==> config.mk <==
export PLATFORM = sky130hd
export DESIGN_NAME = aclm_rule_match
export DESIGN_NICKNAME = d
export VERILOG_FILES = /design/src/aclm_pkg.sv /design/src/aclm_rule_match.sv /design/src/aclm_tick.sv
export SDC_FILE = /design/constraint.sdc
export NUM_CORES = 1
export LEC_CHECK = 0
export ABC_AREA = 1
export BUFFER_PORTS_ARGS = -buffer_cell sky130_fd_sc_hd__buf_2
export CAP_MARGIN = 40
export CORE_AREA = 2 2 179 181
export CTS_CLUSTER_SIZE = 12
export DETAILED_ROUTE_END_ITERATION = 8
export DIE_AREA = 0 0 181 183
export PLACE_DENSITY = 0.55
export RECOVER_POWER = 50
export SLEW_MARGIN = 10
export SYNTH_ARGS = -nofsm -noshare
export SYNTH_HDL_FRONTEND = slang
export SYNTH_SLANG_ARGS = --single-unit
export TNS_END_PERCENT = 20
==> constraint.sdc <==
create_clock -name clk -period 3.9 [get_ports clk]
set_input_delay 0.585 -clock clk [delete_from_list [all_inputs] [get_ports clk]]
set_output_delay 0.585 -clock clk [all_outputs]
set_load 0.005 [all_outputs]
==> src/aclm_pkg.sv <==
// Package of constants for the access-control rule match-field block
package aclm_pkg;

    // ************************************************************
    // Indirect register map
    // ************************************************************
    localparam logic [7:0] ACLM_ADDR_IND_CTRL = 8'h6E;
    localparam logic [7:0] ACLM_ADDR_IND_OFS  = 8'h6F;
    localparam logic [7:0] ACLM_ADDR_IND_DATA = 8'hA0;
    localparam logic [7:0] ACLM_ADDR_STATUS   = 8'hB0;
    localparam logic [2:0] ACLM_TABLE_RULE    = 3'h2;
    localparam logic [7:0] ACLM_OFS_MATCH     = 8'h01;
    localparam logic [7:0] ACLM_OFS_RANGE_HI  = 8'h02;

    // ************************************************************
    // Field positions and reset values
    // ************************************************************
    localparam int ACLM_TSEL_LSB  = 5;
    localparam int ACLM_MODE_LSB  = 4;
    localparam int ACLM_SUB_LSB   = 2;
    localparam int ACLM_SD_BIT    = 1;
    localparam int ACLM_EQ_BIT    = 0;
    localparam int ACLM_FWD_MS    = 4;
    localparam int ACLM_FWD_UP    = 3;
    localparam int ACLM_STAT_FLAG = 0;
    localparam logic [7:0] ACLM_RST_BYTE = 8'h00;
    localparam logic [5:0] ACLM_MATCH_WMASK = 6'h3F;

    // ************************************************************
    // Mode and sub-mode codes
    // ************************************************************
    localparam logic [1:0] ACLM_MD_OFF = 2'h0;
    localparam logic [1:0] ACLM_MD_L2  = 2'h1;
    localparam logic [1:0] ACLM_MD_L3  = 2'h2;
    localparam logic [1:0] ACLM_MD_L4  = 2'h3;
    localparam logic [1:0] ACLM_SUB_0  = 2'h0;
    localparam logic [1:0] ACLM_SUB_1  = 2'h1;
    localparam logic [1:0] ACLM_SUB_2  = 2'h2;
    localparam logic [1:0] ACLM_SUB_3  = 2'h3;

    // ************************************************************
    // Timing
    // ************************************************************
    localparam int ACLM_CLK_PS    = 5000;
    localparam int ACLM_US_PS     = 1000000;
    localparam int ACLM_CYC_PER_US = ACLM_US_PS / ACLM_CLK_PS;
    localparam int ACLM_US_PER_MS = 1000;
    localparam int ACLM_CNT_W     = 11;

    typedef enum logic [1:0] {
        ACLM_TMR_IDLE = 2'b00,
        ACLM_TMR_DOWN = 2'b01,
        ACLM_TMR_UP   = 2'b10
    } aclm_tmr_e;

endpackage

==> src/aclm_rule_match.sv <==
// Rule match-field byte, range upper byte, compare logic and L2 timer/counter
module aclm_rule_match #(
    parameter logic [3:0] PORT_NUM = 4'h1,
    parameter int         CNT_W    = aclm_pkg::ACLM_CNT_W
) (
    input  wire logic             clk,
    input  wire logic             srst,
    input  wire logic             reg_wr,
    input  wire logic             reg_rd,
    input  wire logic [7:0]       reg_addr,
    input  wire logic [7:0]       reg_wdata,
    output logic      [7:0]       reg_rdata,
    input  wire logic [CNT_W-1:0] action_count,
    input  wire logic [7:0]       forward_field,
    input  wire logic [47:0]      rule_mac,
    input  wire logic [15:0]      rule_ethertype,
    input  wire logic [31:0]      rule_ip,
    input  wire logic [31:0]      rule_ip_mask,
    input  wire logic [7:0]       rule_protocol,
    input  wire logic [7:0]       rule_range_max_low,
    input  wire logic [15:0]      rule_range_min,
    input  wire logic             pkt_valid,
    input  wire logic [47:0]      pkt_mac_da,
    input  wire logic [47:0]      pkt_mac_sa,
    input  wire logic [15:0]      pkt_ethertype,
    input  wire logic [31:0]      pkt_ip_da,
    input  wire logic [31:0]      pkt_ip_sa,
    input  wire logic [7:0]       pkt_protocol,
    input  wire logic [15:0]      pkt_port_da,
    input  wire logic [15:0]      pkt_port_sa,
    input  wire logic [31:0]      pkt_tcp_seq,
    output logic                  match_valid,
    output logic                  match_hit,
    output logic                  timer_irq,
    output logic                  timer_flag
);
    import aclm_pkg::*;

    // Widths of the control-byte fields and of the tested sequence slice
    localparam int TSEL_W = 3;
    localparam int PORT_W = 4;
    localparam int SEQ_W  = 16;

    // ************************************************************
    // Indirect access registers
    // ************************************************************
    logic [7:0] ind_ctrl;
    logic [7:0] ind_ofs;
    logic [7:0] rule_match_control;
    logic [7:0] rule_range_max_high;

    wire [TSEL_W-1:0] ind_table = ind_ctrl[ACLM_TSEL_LSB +: TSEL_W];
    wire [PORT_W-1:0] ind_port  = ind_ctrl[PORT_W-1:0];
    // Data window accesses aimed at another table or port are dropped silently
    wire       ind_hit   = (ind_table == ACLM_TABLE_RULE) && (ind_port == PORT_NUM);
    wire       data_sel  = (reg_addr == ACLM_ADDR_IND_DATA) && ind_hit;
    wire       wr_ctrl   = reg_wr && (reg_addr == ACLM_ADDR_IND_CTRL);
    wire       wr_ofs    = reg_wr && (reg_addr == ACLM_ADDR_IND_OFS);
    wire       wr_match  = reg_wr && data_sel && (ind_ofs == ACLM_OFS_MATCH);
    wire       wr_range  = reg_wr && data_sel && (ind_ofs == ACLM_OFS_RANGE_HI);
    wire       wr_status = reg_wr && (reg_addr == ACLM_ADDR_STATUS);

    wire [1:0] rule_mode     = rule_match_control[ACLM_MODE_LSB +: 2];
    wire [1:0] match_submode = rule_match_control[ACLM_SUB_LSB +: 2];
    wire       src_dst_sel   = rule_match_control[ACLM_SD_BIT];
    wire       compare_equal = rule_match_control[ACLM_EQ_BIT];

    // Reserved top bits of the match byte stay zero
    always_ff @(posedge clk) begin
        if (srst) begin
            ind_ctrl            <= ACLM_RST_BYTE;
            ind_ofs             <= ACLM_RST_BYTE;
            rule_match_control  <= ACLM_RST_BYTE;
            rule_range_max_high <= ACLM_RST_BYTE;
        end else begin
            if (wr_ctrl) begin
                ind_ctrl <= reg_wdata;
            end
            if (wr_ofs) begin
                ind_ofs <= reg_wdata;
            end
            if (wr_match) begin
                rule_match_control <= {2'b00, reg_wdata[5:0] & ACLM_MATCH_WMASK};
            end
            if (wr_range) begin
                rule_range_max_high <= reg_wdata;
            end
        end
    end

    // ************************************************************
    // Read data
    // ************************************************************
    logic [7:0] rd_mux;
    always_comb begin
        rd_mux = ACLM_RST_BYTE;
        case (reg_addr)
            ACLM_ADDR_IND_CTRL: rd_mux = ind_ctrl;
            ACLM_ADDR_IND_OFS:  rd_mux = ind_ofs;
            ACLM_ADDR_STATUS:   rd_mux = {7'h00, timer_flag};
            ACLM_ADDR_IND_DATA: begin
                if (ind_hit && ind_ofs == ACLM_OFS_MATCH) begin
                    rd_mux = rule_match_control;
                end else if (ind_hit && ind_ofs == ACLM_OFS_RANGE_HI) begin
                    rd_mux = rule_range_max_high;
                end
            end
            default: rd_mux = ACLM_RST_BYTE;
        endcase
    end

    always_ff @(posedge clk) begin
        if (srst) begin
            reg_rdata <= ACLM_RST_BYTE;
        end else if (reg_rd) begin
            reg_rdata <= rd_mux;
        end
    end

    // ************************************************************
    // Field compare
    // ************************************************************
    wire [47:0] sel_mac  = src_dst_sel ? pkt_mac_sa : pkt_mac_da;
    wire [31:0] sel_ip   = src_dst_sel ? pkt_ip_sa : pkt_ip_da;
    wire [15:0] sel_port = src_dst_sel ? pkt_port_sa : pkt_port_da;
    wire [15:0] range_max = {rule_range_max_high, rule_range_max_low};

    wire eq_mac   = (sel_mac == rule_mac);
    wire eq_type  = (pkt_ethertype == rule_ethertype);
    wire eq_ip    = ((sel_ip & rule_ip_mask) == (rule_ip & rule_ip_mask));
    wire eq_sa_da = (pkt_ip_sa == pkt_ip_da);
    wire eq_proto = (pkt_protocol == rule_protocol);
    // Inclusive bounds, so a value equal to either limit hits
    wire in_port  = (sel_port >= rule_range_min) && (sel_port <= range_max);
    // Sequence range is only 16 bits wide, so the low half of the number is tested
    wire in_seq   = (pkt_tcp_seq[SEQ_W-1:0] >= rule_range_min) &&
                    (pkt_tcp_seq[SEQ_W-1:0] <= range_max);

    // Compare result before polarity, and whether the sub-mode is usable
    logic cmp_equal;
    logic cmp_ok;
    always_comb begin
        cmp_equal = 1'b0;
        cmp_ok    = 1'b0;
        case (rule_mode)
            ACLM_MD_L2: begin
                cmp_ok = 1'b1;
                case (match_submode)
                    ACLM_SUB_1: cmp_equal = eq_type;
                    ACLM_SUB_2: cmp_equal = eq_mac;
                    default:    cmp_equal = eq_mac && eq_type;
                endcase
            end
            ACLM_MD_L3: begin
                case (match_submode)
                    ACLM_SUB_1: begin
                        cmp_ok    = 1'b1;
                        cmp_equal = eq_ip;
                    end
                    ACLM_SUB_2: begin
                        cmp_ok    = 1'b1;
                        cmp_equal = eq_sa_da;
                    end
                    default: cmp_ok = 1'b0;
                endcase
            end
            ACLM_MD_L4: begin
                cmp_ok = 1'b1;
                case (match_submode)
                    ACLM_SUB_0: cmp_equal = eq_proto;
                    ACLM_SUB_3: cmp_equal = in_seq;
                    default:    cmp_equal = in_port;
                endcase
            end
            default: cmp_ok = 1'b0;
        endcase
    end

    // ************************************************************
    // Match result
    // ************************************************************
    wire next_hit  = cmp_ok && (compare_equal ? cmp_equal : !cmp_equal);
    wire cnt_mode  = (rule_mode == ACLM_MD_L2) && (match_submode == ACLM_SUB_0);
    // Count mode qualifies on a plain MAC and type equality
    wire qual_pkt  = pkt_valid && cnt_mode && eq_mac && eq_type;

    // Hit rises only with valid, so a stale compare never leaks out
    always_ff @(posedge clk) begin
        if (srst) begin
            match_valid <= 1'b0;
            match_hit   <= 1'b0;
        end else begin
            match_valid <= pkt_valid;
            match_hit   <= pkt_valid && next_hit;
        end
    end

    // ************************************************************
    // Unit tick
    // ************************************************************
    // Free-running divider: the first unit after a load can be up to one unit short
    logic tick_us;
    logic tick_ms;

    aclm_tick #(
        .CYC_PER_US (ACLM_CYC_PER_US),
        .US_PER_MS  (ACLM_US_PER_MS)
    ) u_tick (
        .clk     (clk),
        .srst    (srst),
        .tick_us (tick_us),
        .tick_ms (tick_ms)
    );

    wire unit_tick = forward_field[ACLM_FWD_MS] ? tick_ms : tick_us;
    wire count_up  = forward_field[ACLM_FWD_UP];

    // ************************************************************
    // Timer state machine
    // ************************************************************
    aclm_tmr_e        tmr_state;
    aclm_tmr_e        next_tmr_state;
    logic [CNT_W-1:0] tmr_cnt;
    logic [CNT_W-1:0] next_tmr_cnt;
    logic             next_irq;

    always_comb begin
        next_tmr_state = tmr_state;
        next_tmr_cnt   = tmr_cnt;
        next_irq       = 1'b0;
        case (tmr_state)
            ACLM_TMR_IDLE: begin
                next_tmr_cnt = '0;
                if (cnt_mode) begin
                    next_tmr_state = count_up ? ACLM_TMR_UP : ACLM_TMR_DOWN;
                end
            end
            ACLM_TMR_DOWN: begin
                if (!cnt_mode || count_up) begin
                    next_tmr_state = ACLM_TMR_IDLE;
                end else if (qual_pkt) begin
                    // Each qualified packet restarts the measured gap
                    next_tmr_cnt = action_count;
                end else if (unit_tick && tmr_cnt != '0) begin
                    next_tmr_cnt = tmr_cnt - CNT_W'(1);
                    next_irq     = (tmr_cnt == CNT_W'(1));
                end
            end
            ACLM_TMR_UP: begin
                if (!cnt_mode || !count_up) begin
                    next_tmr_state = ACLM_TMR_IDLE;
                end else if (qual_pkt) begin
                    // Testing count+1 lets an action count of 0 or 1 fire every packet
                    if (tmr_cnt + CNT_W'(1) >= action_count) begin
                        next_tmr_cnt = '0;
                        next_irq     = 1'b1;
                    end else begin
                        next_tmr_cnt = tmr_cnt + CNT_W'(1);
                    end
                end
            end
            default: next_tmr_state = ACLM_TMR_IDLE;
        endcase
    end

    // ************************************************************
    // Status flag
    // ************************************************************
    // Set beats a same-cycle software clear so no expiry is lost
    wire flag_clr = wr_status && reg_wdata[ACLM_STAT_FLAG];

    always_ff @(posedge clk) begin
        if (srst) begin
            tmr_state  <= ACLM_TMR_IDLE;
            tmr_cnt    <= '0;
            timer_irq  <= 1'b0;
            timer_flag <= 1'b0;
        end else begin
            tmr_state  <= next_tmr_state;
            tmr_cnt    <= next_tmr_cnt;
            timer_irq  <= next_irq;
            timer_flag <= next_irq || (timer_flag && !flag_clr);
        end
    end
endmodule // aclm_rule_match

==> src/aclm_tick.sv <==
// Microsecond and millisecond enable pulse divider
module aclm_tick #(
    parameter int CYC_PER_US = 200,
    parameter int US_PER_MS  = 1000
) (
    input  wire logic clk,
    input  wire logic srst,
    output logic      tick_us,
    output logic      tick_ms
);
    localparam int UW = $clog2(CYC_PER_US + 1);
    localparam int MW = $clog2(US_PER_MS + 1);
    localparam logic [UW-1:0] U_LAST = UW'(CYC_PER_US - 1);
    localparam logic [MW-1:0] M_LAST = MW'(US_PER_MS - 1);

    logic [UW-1:0] cnt_us;
    logic [MW-1:0] cnt_ms;
    wire           us_wrap = (cnt_us == U_LAST);
    wire           ms_wrap = us_wrap && (cnt_ms == M_LAST);

    always_ff @(posedge clk) begin
        if (srst) begin
            cnt_us  <= '0;
            cnt_ms  <= '0;
            tick_us <= 1'b0;
            tick_ms <= 1'b0;
        end else begin
            cnt_us  <= us_wrap ? '0 : cnt_us + UW'(1);
            if (us_wrap) begin
                cnt_ms <= (cnt_ms == M_LAST) ? '0 : cnt_ms + MW'(1);
            end
            tick_us <= us_wrap;
            tick_ms <= ms_wrap;
        end
    end
endmodule // aclm_tick

# Word level (Yosys, flattened, before mapping)
# Cells that the tools add are included.
# Widths: inputs -> output; s select.
# totals
ff_bits	75
out_inout_bits	12
elab_cells	130
# classes
add_sub_neg	4
n_lt_le_gt_ge	5
n_eq_ne	31
n_mux	34
n_bitwise	2
n_reduce_logical	39
# op_table
cell	n
$mux 11	6
$and 32x32->32	2
$eq 32x32->1	2
$eq 48x48->1	1
$mux 48	1
$pmux 11 s3	1
$ge 16x16->1	2
$le 16x16->1	2
$mux 32	1
$pmux 8 s4	1
$eq 8x8->1 const B	3
$logic_and 1x1->1	23
$eq 16x16->1	1
$eq 8x7->1 const B	2
$mux 16	1
$mux 8	2
$ne 2x2->1 const B	6
$add 11x1->11 const B	1
$eq 11x1->1 const B	1
$ge 11x11->1	1
$reduce_bool 11->1	1
$sub 11x1->11 const B	1
$add 10x1->10 const B	1
$eq 10x10->1 const B	1
22 further kinds	51

# Longest topological paths before layout
# logic_depth
word_depth	9
ltp_mapped	25
depth_no_buf	20

# By module
# A second synthesis with hierarchy kept.
# hier_totals
hier_cells	1809
hier_area_um2	10100.9
# by_module_without_submodules
module	n_inst	cells_each	area_per_inst_um2	seq_area_each_um2
aclm_rule_match	1	1678	9103.7	1101.1
aclm_tick	1	131	997.2	400.4

# Worst setup path after synthesis
# No wires, ideal clock.
# synth_path
kind	register to register
from	register tmr_cnt[2]
to	register tmr_cnt[10]
setup_ns	0.070
t_arrival_ns	2.835
slack_ns	0.995
stages_incl_launch_ff	20
path_buffers	2
period_less_slack_ns	2.905
path_cell_list	dfxtp_1 clkbuf_1 nand3_1 nand3b_1 nor2_1 inv_1 nor3_1 nand2_1 xor2_1 ha_1 nand2_1 nor2_1 a221oi_1 nand2_1 nor2_1 clkbuf_1 nand2_1 nand2_1 nand2_1 a21oi_2
# synth_between
elab_chain_cells	6
elab_cells_between_ends	14
classes_between	add/sub (2); order compare (1); eq/ne (1); mux (7); reduce/logical (3)
# synth_lines
element	line	source
start: declaration	aclm_rule_match.sv:223	logic [CNT_W-1:0] tmr_cnt;
start signal: assignment	aclm_rule_match.sv:280	tmr_cnt <= next_tmr_cnt;
$add 11x1->11	aclm_rule_match.sv:254, aclm_rule_match.sv:258	
$ge 11x11->1	aclm_rule_match.sv:254	if (tmr_cnt + CNT_W'(1) >= action_count) begin
$mux 11	aclm_rule_match.sv:254	
$mux 11	aclm_rule_match.sv:252	end else if (qual_pkt) begin
$mux 11	aclm_rule_match.sv:250	if (!cnt_mode || !count_up) begin
$pmux 11 s3	aclm_rule_match.sv:231	case (tmr_state)
# Parallel ways exist; a longest one is shown, timed or not. The select of a mux whose other input is x is not followed.
# A chain may end at the register's enable or synchronous reset.

# Worst setup path in the final report
# layout_path
from	register rule_match_control[1]
to	register tmr_cnt[10]
# layout_between
elab_chain_cells	7
elab_cells_between_ends	10
classes_between	eq/ne (3); mux (4); reduce/logical (3)
# layout_lines
element	line	source
start: declaration	aclm_rule_match.sv:49	logic [7:0] rule_match_control;
start signal: assignment	aclm_rule_match.sv:83	rule_match_control <= {2'b00, reg_wdata[5:0] & ACLM_MATCH_WMASK};
$mux 48 *	aclm_rule_match.sv:123	wire [47:0] sel_mac = src_dst_sel ? pkt_mac_sa : pkt_mac_da;
$eq 48x48->1 *	aclm_rule_match.sv:128	wire eq_mac = (sel_mac == rule_mac);
$logic_and 1x1->1 * (2 in series)	aclm_rule_match.sv:185	wire qual_pkt = pkt_valid && cnt_mode && eq_mac && eq_type;
$mux 11	aclm_rule_match.sv:241	end else if (qual_pkt) begin
$mux 11	aclm_rule_match.sv:239	if (!cnt_mode || count_up) begin
$pmux 11 s3	aclm_rule_match.sv:231	
# Mark *: on every way between the ends. The rest lies on a longest branch, timed or not. The select of a mux whose other input is x is not followed.

==> impl_metrics.tcl <==
set metrics [dict create \
    track_usage_pct 24.1 \
    drc 0 \
    p_sw_uw 736 \
    htreeDepth 3 \
    final_cell_mix "682 x nand2_1, 425 x buf_2, 242 x inv_1" \
    use_met3_pct 4.23 \
    path_max_fanout 41 \
    yosys_warnings 0 \
    holdPathStages 1 \
    finClkSkew_ps 4.62 \
    peakVddDrop_mv 0.180 \
    intPower_mw 1.56 \
    max_stage_delay_ps 650 \
    die_w_um 181 \
    dp_slack_ps 362 \
    power_density_nw_per_um2 180 \
    worstPathRequired_ps 4150 \
    grt_first_pass_wirelength_mm 62.5 \
    drt_iter0_markers 600 \
    min_from "u_tick.cnt_us[0]$_SDFF_PP0_" \
    die_h_um 183 \
    worst_pin_slew_ps 1650 \
    reg2reg_depth 15 \
    std_cell_rows 65 \
    crit_path_end_kind "flip-flop" \
    seq_power_share_pct 33.8 \
    wirelength_mm 41.4 \
    timing.rr.end "tmr_cnt[10]$_SDFFE_PP0P_" \
    power_frac_comb_pct 32.7 \
    crit_path_top_delay_cell "dfxtp_4" \
    grt_max_degree 44 \
    gp_congestion 0.919 \
    syn-instance-count 1783 \
    antenna_found_initial 19 \
    layout_min_cycle_time_ps 3430 \
    synthesis.area_um2 9920 \
    reg2reg_from "rule_match_control[1]$_SDFFE_PP0P_" \
    drtPass1Iterations 5 \
    timing.reg2reg.setup_slack_ps 470 \
    grtUsageMet1_pct 29.0 \
    syn_avg_cell_area_um2 5.57 \
    clock_latency_ps 330 \
    setup_violations 0 \
    numCtsBuffers 9 \
    synth_edf_count 0 \
    worstSetupStartpointType "flip-flop" \
    yosysSeqAreaShare_pct 15.1 \
    cts_tree "yes" \
    yosysTopAreaCellShare_pct 25.8 \
    hold_viol 0 \
    ys_ff_latch 75 \
    num-nets-final 2736 \
    worstHoldPathType "reg2reg" \
    min_to "u_tick.cnt_us[0]$_SDFF_PP0_" \
    power_mw 2.30 \
    dp_hpwl_mm 35.8 \
    cts_buffer_depth 2 \
    failed_checks "max-capacitance violations, max-slew violations" \
    syn-num-nets 2320 \
    period_share_pct 87.9 \
    synthDistinctLibCells 43 \
    clock-sinks 75 \
    power.clock.fraction_pct 33.5 \
    vias_per_cell 4.82 \
    rsz0062_at_grt "false" \
    arrival_ps 3670 \
    slew_viol_final 29 \
    crit_top_cell "nand2_1" \
    p_sw_share_pct 32.0 \
    slew-limit-headroom_pct -10.1 \
    synth.area.top_cells "nand2_1 26%, dfxtp_1 15%, ha_1 11%" \
    ys.flop_type "dfxtp_1" \
    busiest_layer "met2" \
    drive_gt1_share_pct 21.6 \
    initial_core_util_pct 31.8 \
    maxClockFrequency_ghz 0.292 \
    clockRootBuffer "clkbuf_16" \
    synthArstFlopShare_pct 0 \
    drv_cap 1 \
    criticalPathCategory "reg2reg" \
    vias 12613 \
    outcome "finished with violations" \
    path_clk_slew_ps 60 \
    grt_use_met2_pct 42.8 \
    area_growth_pct 28.7 \
    leakagePower_nw 7.01 \
    die_area_um2 33100 \
    path_cells "buf_4 > nand2_1 > nand3_1 > nand2_1 > nor2_1 > nand2_1 > nor2_1 > nand2_1 > nor2_2 > nand4_2 > nand2_1 > nand2_1 > nor2_4 > nand2_1 > a21oi_2" \
    ios 460 \
    synth_top_area_cell "nand2_1" \
    grt_pass1_vias 11929 \
    grt_overflow 0 \
    core-area_um2 31200 \
    portBuffers 437 \
    setup_ws_ps 472 \
    wire_per_inst_um 15.8 \
    ant_nets 0 \
    setup-tns-final_ps 0 \
    final_common_cell "nand2_1" \
]
[worst max-delay path, delay by kind of cell (launching register included)]
kind | cells | cell delay (ps)
simple gates | 13 | 2080
buf+inv | 1 | 460
flops | 1 | 650
compound gates | 1 | 130
[how the worst max path moves through the flow]
stage,cells past startpoint,slack [ps],end,startpoint
3_5_place_dp,15,360,tmr_cnt[8]$_SDFFE_PP0P_,rule_match_control[1]$_SDFFE_PP0P_
3_3_place_gp,16,430,tmr_cnt[6]$_SDFFE_PP0P_,rule_match_control[1]$_SDFFE_PP0P_
4_1_cts,15,350,tmr_cnt[8]$_SDFFE_PP0P_,rule_match_control[1]$_SDFFE_PP0P_
5_1_grt,16,90,tmr_cnt[6]$_SDFFE_PP0P_,rule_match_control[1]$_SDFFE_PP0P_
2_1_floorplan,19,1000,tmr_cnt[10]$_SDFFE_PP0P_,tmr_cnt[2]$_SDFFE_PP0P_
6_report,15,470,tmr_cnt[10]$_SDFFE_PP0P_,rule_match_control[1]$_SDFFE_PP0P_
[cells by family (layout without fill, tap and decap cells)]
| group | after synthesis | after routing | share of synthesized area [%] |
|---|---|---|---|
| AO/OA/AOI/OAI | 219 | 219 | 12.5 |
| XOR/XNOR | 49 | 49 | 4.32 |
| adder cells (fa/ha/maj) | 89 | 89 | 11.2 |
| buffers and inverters | 288 | 709 | 11.5 |
| flip-flops | 75 | 75 | 15.1 |
| multiplexers | 2 | 2 | 0.202 |
| other | 0 | 13 | 0 |
| AND/OR/NAND/NOR | 1061 | 1061 | 45.1 |
[power by group through the flow]
stage          combinational (mW)  clock (mW)  sequential (mW)
2_1_floorplan               0.378           0            0.793
3_3_place_gp                0.739           0            0.793
3_5_place_dp                0.753           0            0.793
4_1_cts                     0.757       0.788            0.776
5_1_grt                     0.856       0.821            0.776
6_report                    0.752       0.770            0.776
[metal layers]
metal,share of wire [%],up-vias
met3,6.4,63
met4,3.1,8
li1,-,6590
met2,48,369
met1,42,5583
met5,0.12,-
[cells in the mapped netlist, types with 7 or more instances]
library cell / count
nor3_1: 29
nand4_1: 27
clkbuf_1: 18
nand3_1: 147
buf_2: 18
nand2_1: 682
a21oi_2: 10
a21oi_1: 89
or2_2: 11
nand3b_1: 31
o21ai_0: 75
ha_1: 89
dfxtp_1: 75
xnor2_1: 10
xor2_1: 39
inv_1: 242
nor4_1: 9
nor2_1: 115
o211ai_1: 7
o22ai_1: 10
[area by class of cell]
cell class	instances	area (µm²)
diodes	13	32.5
clock buffers	13	250
clock inverters	3	23.8
fillers	3566	18500
inverters	243	912
multi-input cells	1420	7290
flip-flops and latches	75	1510
well taps	402	503
repair buffers	450	2260
[sequential cells by signal (all words and copies together) (netlist names)]
register	flops
ind_ctrl	8
ind_ofs	8
match_hit	1
match_valid	1
reg_rdata	8
rule_match_control	6
rule_range_max_high	8
timer_flag	1
timer_irq	1
tmr_cnt	11
tmr_state	2
u_tick.cnt_ms	10
u_tick.cnt_us	8
u_tick.tick_ms	1
u_tick.tick_us	1
[repair_timing]
item,4_1_cts,5_1_grt
gates resized for setup,0,1
setup endpoints to repair,0,11
hold buffers,0,0
buffers inserted,0,0
[per-stage QoR]
step                area [µm²]  hold WS [ps]  instances  util (%)
floorplan                 9920           418       1783         -
global placement         12500           431       2590      40.0
detailed placement       12500           449       2590      40.0
CTS                      12800           462       2606      40.9
global route             12800           483       2615      40.9
finish                   12800           453       2619      40.9
No activity file was read; power rests on OpenSTA's default activity.
